==> src/include/aos_pkg.sv <==
// Operation
// - Removing the core supply puts the block into sleep; always-on logic keeps running.
// - In sleep, a change on any jack sense pin can raise an interrupt event.
// - Always-on control fields keep their values across sleep; sleep never resets them.
// - Always-on domain holds clamp, enable, event, mask, irq config and reset pull fields.
// - No register read or write is possible while asleep.
// - In sleep, non always-on inputs are ignored and outputs left undriven.
// - In sleep, drivers and bus keepers of non always-on pins are disabled.
// - In sleep, irq stays deasserted unless a jack sense input causes an event.
// - Irq asserted during sleep stays asserted until after wake-up.
// - Always-on pins: irq output, three jack sense inputs, active-low reset input.
// - Each enabled jack state follows its own jack sense pin.
// - Clamp status comes from the jack states through a mode-selected logic function.
// - Only one clamp is active at a time; clamp status reports that one only.
// - Jack states and clamp status feed the interrupt events, also in sleep.
// - Jack activity never wakes the block; only restoring the core supply does.
// - Registers below index 0x3000 use the 16-bit format.
package aos_pkg;
  localparam int unsigned REG_W = 16;
  localparam int unsigned EV_N  = 10;
  localparam int unsigned JD_N  = 3;
  // register indices; byte address is four times the index
  localparam logic [15:0] IDX_CLAMP  = 16'h02C6;
  localparam logic [15:0] IDX_ENA    = 16'h02D3;
  localparam logic [15:0] IDX_STAT   = 16'h1806;
  localparam logic [15:0] IDX_MASK   = 16'h1846;
  localparam logic [15:0] IDX_IRQCFG = 16'h1A80;
  localparam logic [15:0] IDX_PULLS  = 16'h1AD0;
  localparam logic [15:0] IDX_WIDE   = 16'h3000;
  // field positions
  localparam int unsigned CL_A_LSB  = 0;
  localparam int unsigned CL_A_OVD  = 4;
  localparam int unsigned CL_B_LSB  = 8;
  localparam int unsigned CL_B_OVD  = 11;
  localparam int unsigned JD_EN_LSB = 0;
  localparam int unsigned BIAS_EN   = 3;
  localparam int unsigned IRQ_MSK   = 0;
  localparam int unsigned IRQ_POLARITY   = 1;
  localparam int unsigned IRQ_OD    = 2;
  localparam int unsigned PULL_UP   = 0;
  localparam int unsigned PULL_DN   = 1;
  localparam int unsigned EV_JD1_R  = 0;
  localparam int unsigned EV_JD1_F  = 1;
  localparam int unsigned EV_JD2_R  = 2;
  localparam int unsigned EV_JD2_F  = 3;
  localparam int unsigned EV_CLA_R  = 4;
  localparam int unsigned EV_CLA_F  = 5;
  localparam int unsigned EV_JD3_R  = 6;
  localparam int unsigned EV_JD3_F  = 7;
  localparam int unsigned EV_CLB_R  = 8;
  localparam int unsigned EV_CLB_F  = 9;
  // writable bits and reset values
  localparam logic [15:0] WM_CLAMP  = 16'h0F1F;
  localparam logic [15:0] WM_ENA    = 16'h000F;
  localparam logic [15:0] WM_EVT    = 16'h03FF;
  localparam logic [15:0] WM_IRQCFG = 16'h0007;
  localparam logic [15:0] WM_PULLS  = 16'h0003;
  localparam logic [15:0] RST_CLAMP = 16'h0000;
  localparam logic [15:0] RST_ENA   = 16'h0000;
  localparam logic [15:0] RST_MASK  = 16'h03FF;
  localparam logic [15:0] RST_IRQC  = 16'h0000;
  localparam logic [15:0] RST_PULLS = 16'h0001;
  // clamp logic select codes
  localparam logic [3:0] CM_OFF   = 4'h0;
  localparam logic [3:0] CM_JD1   = 4'h1;
  localparam logic [3:0] CM_NJD1  = 4'h2;
  localparam logic [3:0] CM_JD2   = 4'h3;
  localparam logic [3:0] CM_NJD2  = 4'h4;
  localparam logic [3:0] CM_JD3   = 4'h5;
  localparam logic [3:0] CM_NJD3  = 4'h6;
  localparam logic [3:0] CM_AND12 = 4'h7;
  localparam logic [3:0] CM_OR12  = 4'h8;

  typedef enum logic {AOS_AWAKE, AOS_SLEEP} aos_pwr_type;

  typedef struct packed {
    logic [JD_N-1:0] jd_en;
    logic [3:0]      a_sel;
    logic            a_ovd;
    logic [2:0]      b_sel;
    logic            b_ovd;
  } aos_jcfg_type;

  typedef struct packed {
    logic [JD_N-1:0] jd;
    logic            clamp;
    logic [EV_N-1:0] evt;
  } aos_jstat_type;

  function automatic logic [15:0] aos_addr(input logic [15:0] idx);
    return {idx[13:0], 2'b00};
  endfunction : aos_addr
endpackage : aos_pkg

==> src/rtl/aos_jack_track.sv <==
`timescale 1ns/1ps
module aos_jack_track (
  input  wire logic                    pclk,
  input  wire logic                    presetn,
  input  wire logic [aos_pkg::JD_N-1:0] pins,
  input  wire aos_pkg::aos_jcfg_type   cfg,
  output aos_pkg::aos_jstat_type       st
);
  typedef struct packed {
    logic [aos_pkg::JD_N-1:0] jd;
    logic                     clamp;
  } aos_jt_type;

  aos_jt_type s_r;
  aos_jt_type s_nxt;
  logic       a_on;
  logic [aos_pkg::JD_N-1:0] rise;
  logic [aos_pkg::JD_N-1:0] fall;

  function automatic logic aos_clamp_fn(input logic [3:0] m, input logic [2:0] j);
    case (m)
      aos_pkg::CM_JD1:   return j[0];
      aos_pkg::CM_NJD1:  return ~j[0];
      aos_pkg::CM_JD2:   return j[1];
      aos_pkg::CM_NJD2:  return ~j[1];
      aos_pkg::CM_JD3:   return j[2];
      aos_pkg::CM_NJD3:  return ~j[2];
      aos_pkg::CM_AND12: return j[0] & j[1];
      aos_pkg::CM_OR12:  return j[0] | j[1];
      default:           return 1'b0;
    endcase
  endfunction : aos_clamp_fn

  always_comb begin
    s_nxt = s_r;
    s_nxt.jd = pins & cfg.jd_en;
    // shared logic: clamp a takes precedence whenever it is configured
    a_on = (cfg.a_sel != aos_pkg::CM_OFF) | cfg.a_ovd;
    if (a_on) begin
      s_nxt.clamp = cfg.a_ovd | aos_clamp_fn(cfg.a_sel, s_nxt.jd);
    end else begin
      s_nxt.clamp = cfg.b_ovd | aos_clamp_fn({1'b0, cfg.b_sel}, s_nxt.jd);
    end
    rise = s_nxt.jd & ~s_r.jd;
    fall = s_r.jd & ~s_nxt.jd;
    st.jd = s_r.jd;
    st.clamp = s_r.clamp;
    st.evt = '0;
    st.evt[aos_pkg::EV_JD1_R] = rise[0];
    st.evt[aos_pkg::EV_JD1_F] = fall[0];
    st.evt[aos_pkg::EV_JD2_R] = rise[1];
    st.evt[aos_pkg::EV_JD2_F] = fall[1];
    st.evt[aos_pkg::EV_JD3_R] = rise[2];
    st.evt[aos_pkg::EV_JD3_F] = fall[2];
    st.evt[aos_pkg::EV_CLA_R] = a_on & s_nxt.clamp & ~s_r.clamp;
    st.evt[aos_pkg::EV_CLA_F] = a_on & ~s_nxt.clamp & s_r.clamp;
    st.evt[aos_pkg::EV_CLB_R] = ~a_on & s_nxt.clamp & ~s_r.clamp;
    st.evt[aos_pkg::EV_CLB_F] = ~a_on & ~s_nxt.clamp & s_r.clamp;
  end

  always_ff @(posedge pclk or negedge presetn) begin
    if (!presetn) begin
      s_r <= '0;
    end else begin
      s_r <= s_nxt;
    end
  end

  jd_follow_a: assert property (@(posedge pclk) disable iff (!presetn)
    1'b1 |=> st.jd == ($past(pins) & $past(cfg.jd_en)))
    else $error("jack state does not follow its pin");
  clamp_fn_a: assert property (@(posedge pclk) disable iff (!presetn)
    (cfg.a_sel == aos_pkg::CM_JD1 && !cfg.a_ovd) |=> st.clamp == $past(pins[0] & cfg.jd_en[0]))
    else $error("clamp status wrong for first-state mode");
  one_clamp_a: assert property (@(posedge pclk) disable iff (!presetn)
    a_on |-> !(st.evt[aos_pkg::EV_CLB_R] || st.evt[aos_pkg::EV_CLB_F]))
    else $error("inactive clamp raised an event");
endmodule : aos_jack_track

==> src/rtl/aos_sleep_domain.sv <==
// Chosen here: the APB slave port.
`timescale 1ns/1ps
module aos_sleep_domain (
  input  wire logic        pclk,
  input  wire logic        presetn,
  input  wire logic        psel,
  input  wire logic        penable,
  input  wire logic        pwrite,
  input  wire logic [15:0] paddr,
  input  wire logic [31:0] pwdata,
  output logic [31:0]      prdata,
  output logic             pready,
  output logic             pslverr,
  input  wire logic        core_digital_supply,
  input  wire logic        jack_sense_pin_1,
  input  wire logic        jack_sense_pin_2,
  input  wire logic        jack_sense_pin_3,
  output logic             jack_state_1,
  output logic             jack_state_2,
  output logic             jack_state_3,
  output logic             clamp_status,
  output logic             irq,
  output logic             irq_pin_out,
  output logic             irq_pin_oe_n,
  output logic             sleep_active,
  output logic             core_io_en,
  output logic             keeper_en,
  output logic             sleep_bias_out_en,
  output logic             rst_pin_pullup,
  output logic             rst_pin_pulldown
);
  typedef struct packed {
    aos_pkg::aos_pwr_type pwr;
    logic [15:0]          clamp;
    logic [15:0]          ena;
    logic [aos_pkg::EV_N-1:0] stat;
    logic [aos_pkg::EV_N-1:0] mask;
    logic [15:0]          irqcfg;
    logic [15:0]          pulls;
    logic                 pready;
    logic                 pslverr;
    logic [15:0]          prdata;
    logic                 irq;
    logic                 hold;
    logic                 pin;
    logic                 oe_n;
    logic                 io_en;
  } aos_top_type;

  localparam aos_top_type S_RST = '{
    pwr:    aos_pkg::AOS_AWAKE,
    clamp:  aos_pkg::RST_CLAMP,
    ena:    aos_pkg::RST_ENA,
    stat:   '0,
    mask:   aos_pkg::RST_MASK[aos_pkg::EV_N-1:0],
    irqcfg: aos_pkg::RST_IRQC,
    pulls:  aos_pkg::RST_PULLS,
    pready: 1'b0,
    pslverr: 1'b0,
    prdata: '0,
    irq:    1'b0,
    hold:   1'b0,
    pin:    1'b1,
    oe_n:   1'b0,
    io_en:  1'b1
  };

  aos_top_type          s_r;
  aos_top_type          s_nxt;
  aos_pkg::aos_jcfg_type jcfg;
  aos_pkg::aos_jstat_type jst;
  logic                 setup;
  logic                 wr;
  logic                 hit;
  logic                 asleep;
  logic [15:0]          rd;
  logic [15:0]          wdat;
  logic [aos_pkg::EV_N-1:0] clr;
  logic                 pend;

  // configuration seen by the always-on jack logic
  always_comb begin
    jcfg.jd_en = s_r.ena[aos_pkg::JD_EN_LSB +: aos_pkg::JD_N];
    jcfg.a_sel = s_r.clamp[aos_pkg::CL_A_LSB +: 4];
    jcfg.a_ovd = s_r.clamp[aos_pkg::CL_A_OVD];
    jcfg.b_sel = s_r.clamp[aos_pkg::CL_B_LSB +: 3];
    jcfg.b_ovd = s_r.clamp[aos_pkg::CL_B_OVD];
  end

  aos_jack_track u_jack (
    .pclk    (pclk),
    .presetn (presetn),
    .pins    ({jack_sense_pin_3, jack_sense_pin_2, jack_sense_pin_1}),
    .cfg     (jcfg),
    .st      (jst)
  );

  // register read decode; addresses above the 16-bit space are unmapped
  always_comb begin
    hit = 1'b1;
    rd  = '0;
    case (paddr)
      aos_pkg::aos_addr(aos_pkg::IDX_CLAMP):  rd = s_r.clamp;
      aos_pkg::aos_addr(aos_pkg::IDX_ENA):    rd = s_r.ena;
      aos_pkg::aos_addr(aos_pkg::IDX_STAT):   rd[aos_pkg::EV_N-1:0] = s_r.stat;
      aos_pkg::aos_addr(aos_pkg::IDX_MASK):   rd[aos_pkg::EV_N-1:0] = s_r.mask;
      aos_pkg::aos_addr(aos_pkg::IDX_IRQCFG): rd = s_r.irqcfg;
      aos_pkg::aos_addr(aos_pkg::IDX_PULLS):  rd = s_r.pulls;
      default: hit = 1'b0;
    endcase
  end

  always_comb begin
    s_nxt  = s_r;
    asleep = (s_r.pwr == aos_pkg::AOS_SLEEP);
    setup  = psel & ~penable;
    wdat   = pwdata[15:0];
    // one wait-free access phase: answer is registered during setup
    s_nxt.pready  = setup;
    s_nxt.pslverr = setup & (asleep | ~hit);
    s_nxt.prdata  = (setup & ~asleep & hit & ~pwrite) ? rd : '0;
    wr  = psel & penable & s_r.pready & pwrite & ~s_r.pslverr & ~asleep;
    clr = '0;
    if (wr) begin
      case (paddr)
        aos_pkg::aos_addr(aos_pkg::IDX_CLAMP):  s_nxt.clamp = wdat & aos_pkg::WM_CLAMP;
        aos_pkg::aos_addr(aos_pkg::IDX_ENA):    s_nxt.ena = wdat & aos_pkg::WM_ENA;
        aos_pkg::aos_addr(aos_pkg::IDX_STAT):   clr = wdat[aos_pkg::EV_N-1:0];
        aos_pkg::aos_addr(aos_pkg::IDX_MASK):   s_nxt.mask = wdat[aos_pkg::EV_N-1:0];
        aos_pkg::aos_addr(aos_pkg::IDX_IRQCFG): s_nxt.irqcfg = wdat & aos_pkg::WM_IRQCFG;
        aos_pkg::aos_addr(aos_pkg::IDX_PULLS):  s_nxt.pulls = wdat & aos_pkg::WM_PULLS;
        default: clr = '0;
      endcase
    end
    // an event in the clearing cycle survives the write-one-to-clear
    s_nxt.stat = (s_r.stat & ~clr) | jst.evt;
    // sleep follows the supply only; jack activity has no say
    case (s_r.pwr)
      aos_pkg::AOS_AWAKE: begin
        if (!core_digital_supply) begin
          s_nxt.pwr = aos_pkg::AOS_SLEEP;
        end
      end
      aos_pkg::AOS_SLEEP: begin
        if (core_digital_supply) begin
          s_nxt.pwr = aos_pkg::AOS_AWAKE;
        end
      end
      default: s_nxt.pwr = aos_pkg::AOS_AWAKE;
    endcase
    // only jack-derived sources exist, so sleep irq comes from jack pins
    pend = (|(s_nxt.stat & ~s_nxt.mask)) & ~s_nxt.irqcfg[aos_pkg::IRQ_MSK];
    if (s_nxt.pwr == aos_pkg::AOS_AWAKE) begin
      s_nxt.hold = 1'b0;
    end else if (asleep & s_r.irq) begin
      s_nxt.hold = 1'b1;
    end
    s_nxt.irq = pend | s_nxt.hold;
    // polarity 0 means active-low pin, the usual sense for this line
    s_nxt.pin  = s_nxt.irq ? s_nxt.irqcfg[aos_pkg::IRQ_POLARITY] : ~s_nxt.irqcfg[aos_pkg::IRQ_POLARITY];
    s_nxt.oe_n = s_nxt.irqcfg[aos_pkg::IRQ_OD] & ~s_nxt.irq;
    s_nxt.io_en = (s_nxt.pwr == aos_pkg::AOS_AWAKE);
    // config fields are untouched by the sleep transition itself
  end

  always_ff @(posedge pclk or negedge presetn) begin
    if (!presetn) begin
      s_r <= S_RST;
    end else begin
      s_r <= s_nxt;
    end
  end

  always_comb begin
    prdata            = {16'h0000, s_r.prdata};
    pready            = s_r.pready;
    pslverr           = s_r.pslverr;
    jack_state_1      = jst.jd[0];
    jack_state_2      = jst.jd[1];
    jack_state_3      = jst.jd[2];
    clamp_status      = jst.clamp;
    irq               = s_r.irq;
    irq_pin_out       = s_r.pin;
    irq_pin_oe_n      = s_r.oe_n;
    sleep_active      = (s_r.pwr == aos_pkg::AOS_SLEEP);
    core_io_en        = s_r.io_en;
    keeper_en         = s_r.io_en;
    sleep_bias_out_en = s_r.ena[aos_pkg::BIAS_EN];
    rst_pin_pullup    = s_r.pulls[aos_pkg::PULL_UP];
    rst_pin_pulldown  = s_r.pulls[aos_pkg::PULL_DN];
  end

  enter_sleep_a: assert property (@(posedge pclk) disable iff (!presetn)
    (s_r.pwr == aos_pkg::AOS_AWAKE && !core_digital_supply) |=> sleep_active)
    else $error("supply loss did not enter sleep");
  no_wake_a: assert property (@(posedge pclk) disable iff (!presetn)
    (sleep_active && !core_digital_supply) |=> sleep_active)
    else $error("woke without core supply");
  keep_cfg_a: assert property (@(posedge pclk) disable iff (!presetn)
    $rose(sleep_active) |-> ($stable(s_r.clamp) && $stable(s_r.ena) && $stable(s_r.mask)))
    else $error("config changed on sleep entry");
  sleep_noacc_a: assert property (@(posedge pclk) disable iff (!presetn)
    (sleep_active && psel && !penable) |=> (pready && pslverr && prdata == 32'h0000_0000)
      ##1 ($stable(s_r.clamp) && $stable(s_r.irqcfg) && $stable(s_r.pulls)))
    else $error("register access accepted in sleep");
  pads_off_a: assert property (@(posedge pclk) disable iff (!presetn)
    sleep_active |-> (!core_io_en && !keeper_en))
    else $error("non always-on pads active in sleep");
  irq_hold_a: assert property (@(posedge pclk) disable iff (!presetn)
    (sleep_active && irq && !core_digital_supply) |=> irq[*3])
    else $error("irq dropped during sleep");
  evt_latch_a: assert property (@(posedge pclk) disable iff (!presetn)
    (jst.evt != '0) |=> ((s_r.stat & $past(jst.evt)) == $past(jst.evt)))
    else $error("event not latched in status");
  w1c_a: assert property (@(posedge pclk) disable iff (!presetn)
    (psel && penable && pready && pwrite && !pslverr && jst.evt == '0
      && paddr == aos_pkg::aos_addr(aos_pkg::IDX_STAT))
      |=> (s_r.stat & $past(pwdata[aos_pkg::EV_N-1:0])) == '0)
    else $error("write one did not clear status");
  masked_a: assert property (@(posedge pclk) disable iff (!presetn)
    (!sleep_active && (s_r.stat & ~s_r.mask) == '0) |-> !irq)
    else $error("irq without unmasked status");
  pin_level_a: assert property (@(posedge pclk) disable iff (!presetn)
    irq |-> (irq_pin_out == s_r.irqcfg[aos_pkg::IRQ_POLARITY] && !irq_pin_oe_n))
    else $error("irq pin not at asserted level");
endmodule : aos_sleep_domain

==> config.mk <==
export PLATFORM = sky130hd
export DESIGN_NAME = aos_sleep_domain
export DESIGN_NICKNAME = d
export VERILOG_FILES = /design/src/include/aos_pkg.sv /design/src/rtl/aos_jack_track.sv /design/src/rtl/aos_sleep_domain.sv
export SDC_FILE = /design/constraint.sdc
export NUM_CORES = 1
export LEC_CHECK = 0
export ABC_CLOCK_PERIOD_IN_PS = 2750
export BUFFER_PORTS_ARGS = -buffer_cell sky130_fd_sc_hd__buf_4
export CORE_ASPECT_RATIO = 1.2
export CORE_MARGIN = 2
export CORE_UTILIZATION = 51
export DETAILED_ROUTE_END_ITERATION = 8
export GPL_TIMING_DRIVEN = 0
export HOLD_SLACK_MARGIN = 0.12
export PLACE_DENSITY_LB_ADDON = 0.08
export RECOVER_POWER = 100
export SKIP_CTS_REPAIR_TIMING = 1
export SLEW_MARGIN = 0
export SYNTH_ARGS = -nofsm -noshare
export SYNTH_HDL_FRONTEND = slang
export SYNTH_SLANG_ARGS = --single-unit
==> constraint.sdc <==
create_clock -name pclk -period 2.75 [get_ports pclk]
set_input_delay 0.55 -clock pclk [delete_from_list [all_inputs] [get_ports pclk]]
set_output_delay 0.55 -clock pclk [all_outputs]
set_load 0.005 [all_outputs]
Word level (Yosys, flattened, before mapping). Index checks and enable logic that the tools add are counted.

$add $sub $neg: 0. Multiply operators: 0. Div/mod/pow operators: 0. Order comparisons: 0. Equality and inequality tests: 21. Shift-type cells: 0. Multiplexer cells: 19. Bitwise operators: 52. Reductions and logical operators: 6.

Operators by type and width (count): == test 16 x 15 -> 1 bit, second input constant (4); case mux 10 bit (6 select lines) (1); two-way mux 42 bit (1); == test 16 x 12 -> 1 bit, second input constant (2); two-way mux 10 bit (3); bitwise AND 1 bit (22); bitwise AND 10 bit (2); NOT 10 bit (2); == test 4 x 3 -> 1 bit, second input constant (4); two-way mux 16 bit (1); NOT 1 bit (14); == test 3 bit, second input constant (4); OR 10 bit (1); OR reduction 10 bit (1); bitwise AND 3 bit (3); == test 4 x 2 -> 1 bit, second input constant (2); two-way mux 1 bit (8); case mux 1 bit (8 select lines) (1); case mux 1 bit (7 select lines) (1); == test 3 x 2 -> 1 bit, second input constant (2); NOT 3 bit (2); OR 1 bit (6); AND reduction 2 bit (3); OR reduction 6 bit (1); other kinds (6) (7).

Register bits: 66. Bits in latches: 0. Bits in writable memories: 0. Bits in read-only memories: 0. Input port bits: 57. Output and inout port bits: 47. Logic and storage cells: 115. Memories kept: 0.

Logic depth before layout (Yosys ltp).
Depth in word-level cells: 16. Depth in mapped cells: 10. Depth with buffers taken out: 9.

Modules after synthesis. Synthesis repeated with hierarchy kept, for this count alone.

Cells, all modules: 347. Area, all modules: 3520.9 µm².

By module, submodules not included: aos_sleep_domain (times used 1, cells an instance 298, area each 3138.0 µm²); aos_jack_track (times used 1, cells an instance 49, area each 382.9 µm²).

Least setup slack after synthesis. No wires, ideal clock.

Path type: input -> register. Start point: input paddr[1]. End point: register s_r, in the netlist irq_pin_out. Data arrival time: 2.215 ns. Slack: 0.460 ns. Stages on the path: 9. Cells stage by stage: nor4_4 -> and3_1 -> buf_4 -> nand3_4 -> buf_6 -> mux2_4 -> o211a_1 -> a21oi_4 -> xnor2_1.

RTL lines: from (decl) (line aos_sleep_domain.sv:9) `input wire logic [15:0] paddr,`; to (signal assigned) (line aos_sleep_domain.sv:170) `s_r <= s_nxt;`; to (decl) (line aos_sleep_domain.sv:68) `aos_top_type s_r;`.

==> impl_metrics.ini <==
[critical_path]
worstReg2RegStart = pready
worstRegToRegCells = 9
r2r-end = irq_pin_out
required_ns = 3.03
path_cells = clkbuf_1, nor4_4, and3_1, buf_4, nand3_1, mux2_1, nand2b_1, and4b_1, a21oi_4, xnor2_1
crit_end = irq_pin_out
endpoint_kind = flop
worstSetupStartpoint = paddr[1]
regToRegSetupSlack_ns = 0.24
cp.arrival_ns = 2.83
cp_max_fo = 7
max_stage_delay_ns = 0.44
worstSetupPathType = in -> reg
crit_slowest_cell = mux2_1
startpoint_type = input pin

[detailed_routing]
first_iter_violations = 263
vias = 2632
via_per_inst = 5.393
firstDrtPassIters = 5
drc = 0
wirelength_um = 7950
ant_nets = 0
wl_per_cell_um = 16.29

[yosys]
yosys_warnings = 0
ys_ff_latch = 62
synthFlopType = dfrtp_1
yosysSeqAreaShare_pct = 46.96
synth_top_area_share_pct = 36.73
postSynthAreaPerCell_um2 = 10.91
ys_top_cells_by_area = dfrtp_1 37%, dfstp_2 10%, mux2_2 9.8%, buf_4 7.9%, nand2_1 2.8%
synthArstFlopShare_pct = 100.0
synth_edf_count = 0
mappedNetlistArea_um2 = 3338
synth_cell_types = 61
yosysTopAreaCell = dfrtp_1
synth_cells = 306

[global_routing]
antenna_found_initial = 0
grt_max_degree = 63
first_global_vias = 2615
grt.total_usage_pct = 23.63
overflow = 0
grt_pass1_wl_um = 13030

[floorplan]
die_width_um = 77.86
die_area_um2 = 7211
rows = 32
start_util_pct = 52.44
ios = 104
die_y_um = 92.63
core_um2 = 6366

[clocking]
clk_path_buf_depth = 2
h-tree-depth = 3
tritoncts = yes
cts_buffers = 9
cts_root_buf = clkbuf_8
cts.sink_count = 62
insertion_delay_ns = 0.34
clk_pin_slew_ns = 0.08

[place]
placed_cells = 472
dp_hpwl_um = 5935
dpl_worst_slack_ns = -0.1016
gp_congestion = 0.8683
port_buffers = 62

[layout]
layout-drive-gt1-share_pct = 39.95
layout.cells.non_filler = 488
syn_to_final_growth_pct = 24.63
diodes = 0
layout.nets = 455

[sta]
finalCritPeriodShare_pct = 92.83
fin_ws_ns = 0.1971
tightest_slew_ns = 1.511
rsz0062_at_grt = false
relSlewSlack_pct = -0.7402
fin_skew_ns = 0.007448
drv_slew = 63
setup_viol = 0
hold_violations = 0
fin_crit_ns = 2.553
max_freq_ghz = 0.3917

[worst_hold_path]
hold_path.class = in -> reg

[power_and_ir_drop]
peakVddDrop_mv = 0.3175
p_per_area_nw_per_um2 = 453.2
power_leakage_nw = 2.023
power.total_mw = 1.885

[status]
status = complete, but fails checks
violations = max-capacitance violations, max-slew violations

[flow_run]
cap_violations = 1
registers in the layout, indices dropped and copies added (netlist names), 4 cells and up:
register	flops
jcfg	12
u_jack.st	4
s_r	24
prdata	12
worst max-delay path: cells and delay by family:
| family | cells | cell delay (ns) |
|---|---|---|
| compound gates | 1 | 0.19 |
| simple gates | 5 | 1.25 |
| mux | 1 | 0.44 |
| buf+inv | 2 | 0.25 |
| xor+xnor | 1 | 0.14 |
cells in the mapped netlist, types with 2 or more instances:
cell type	n
nand3_1	7
mux2_2	29
a22o_1	4
and2_1	3
o22ai_1	3
nand2b_1	5
o31ai_1	2
clkbuf_1	2
and4_1	2
o2bb2ai_1	2
a21o_1	2
a41o_1	2
nor2b_1	2
nor2_1	18
o32ai_1	2
dfstp_2	13
nor4_1	2
nand4_1	4
and3_1	3
a222oi_1	3
and3b_1	2
a211oi_1	3
dfrtp_1	49
nand2_1	25
nor4_4	2
mux2_4	2
buf_4	35
a21oi_1	12
inv_1	10
a22oi_1	9
nor3b_1	3
nor3_1	7
mux2i_1	4
o21ai_0	6
layout make-up:
type | count | area (um2)
Fill cell | 536 | 2206
Sequential cell | 62 | 1568
Multi-Input combinational cell | 213 | 1494
Timing Repair Buffer | 62 | 455.4
Buffer | 39 | 286.5
Clock buffer | 10 | 137.6
Tap cell | 85 | 106.4
Clock inverter | 6 | 70.07
Inverter | 11 | 42.54
worst min path at each step:
stage                                   start          to  slack (ns)  depth (start not counted)
after floorplan                       presetn         irq        0.25                          0
after global placement                s_r[65]     s_r[65]        0.49                          2
after detailed placement              s_r[65]     s_r[65]        0.50                          2
after CTS                             presetn      pready        0.31                          1
after global routing      core_digital_supply  core_io_en        0.32                          1
final                     core_digital_supply  core_io_en        0.32                          1
cell usage in the layout (no fill, tap or decap), drive strengths merged, types with 4 or more instances in the layout:
master	instances
a21oi	13
a22o	4
a22oi	9
buf	69
clkbuf	42
conb	20
dfrtp	49
dfstp	13
inv	11
mux2	32
mux2i	4
nand2	26
nand2b	5
nand3	8
nand4	4
nor2	18
nor3	8
nor4	4
o21ai	6
routing by layer:
metal	track usage, %	share of wire, %	wire (um)
met2	37.00	48	3843
met3	5.263	6.4	506
met4	9.970	2.3	184
met1	31.64	43	3414
met5	0	0	0
stage by stage:
stage | instance area, um2 | TNS, ns | util, % | hold WS, ns
2_1_floorplan | 3410 | 0 | - | 0.2544
6_report | 4160 | 0 | 65.35 | 0.3245
4_1_cts | 4189 | 0 | 65.80 | 0.3124
3_3_place_gp | 3981 | -0.7510 | 62.54 | 0.4876
5_1_grt | 4160 | 0 | 65.35 | 0.3177
3_5_place_dp | 3981 | -0.5898 | 62.54 | 0.5009
cells by family (layout without fill, tap and decap cells):
| logic type | Yosys count | count (layout) | synth area share (%) |
|---|---|---|---|
| and+or+nand+nor | 94 | 94 | 16.15 |
| AOI/OAI and AO/OA | 62 | 62 | 14.43 |
| DFF | 62 | 62 | 46.96 |
| buffers and inverters | 50 | 128 | 9.857 |
| muxes | 36 | 36 | 12.22 |
| other | 1 | 20 | 0.1123 |
| xor gates and xnor gates | 1 | 1 | 0.2624 |
where the power goes:
group	switching [mW]	internal (mW)
registers	0.00233	0.916
logic	0.0644	0.0634
clock network	0.392	0.447
total	0.458	1.43
(Power assumes the default switching activity.)
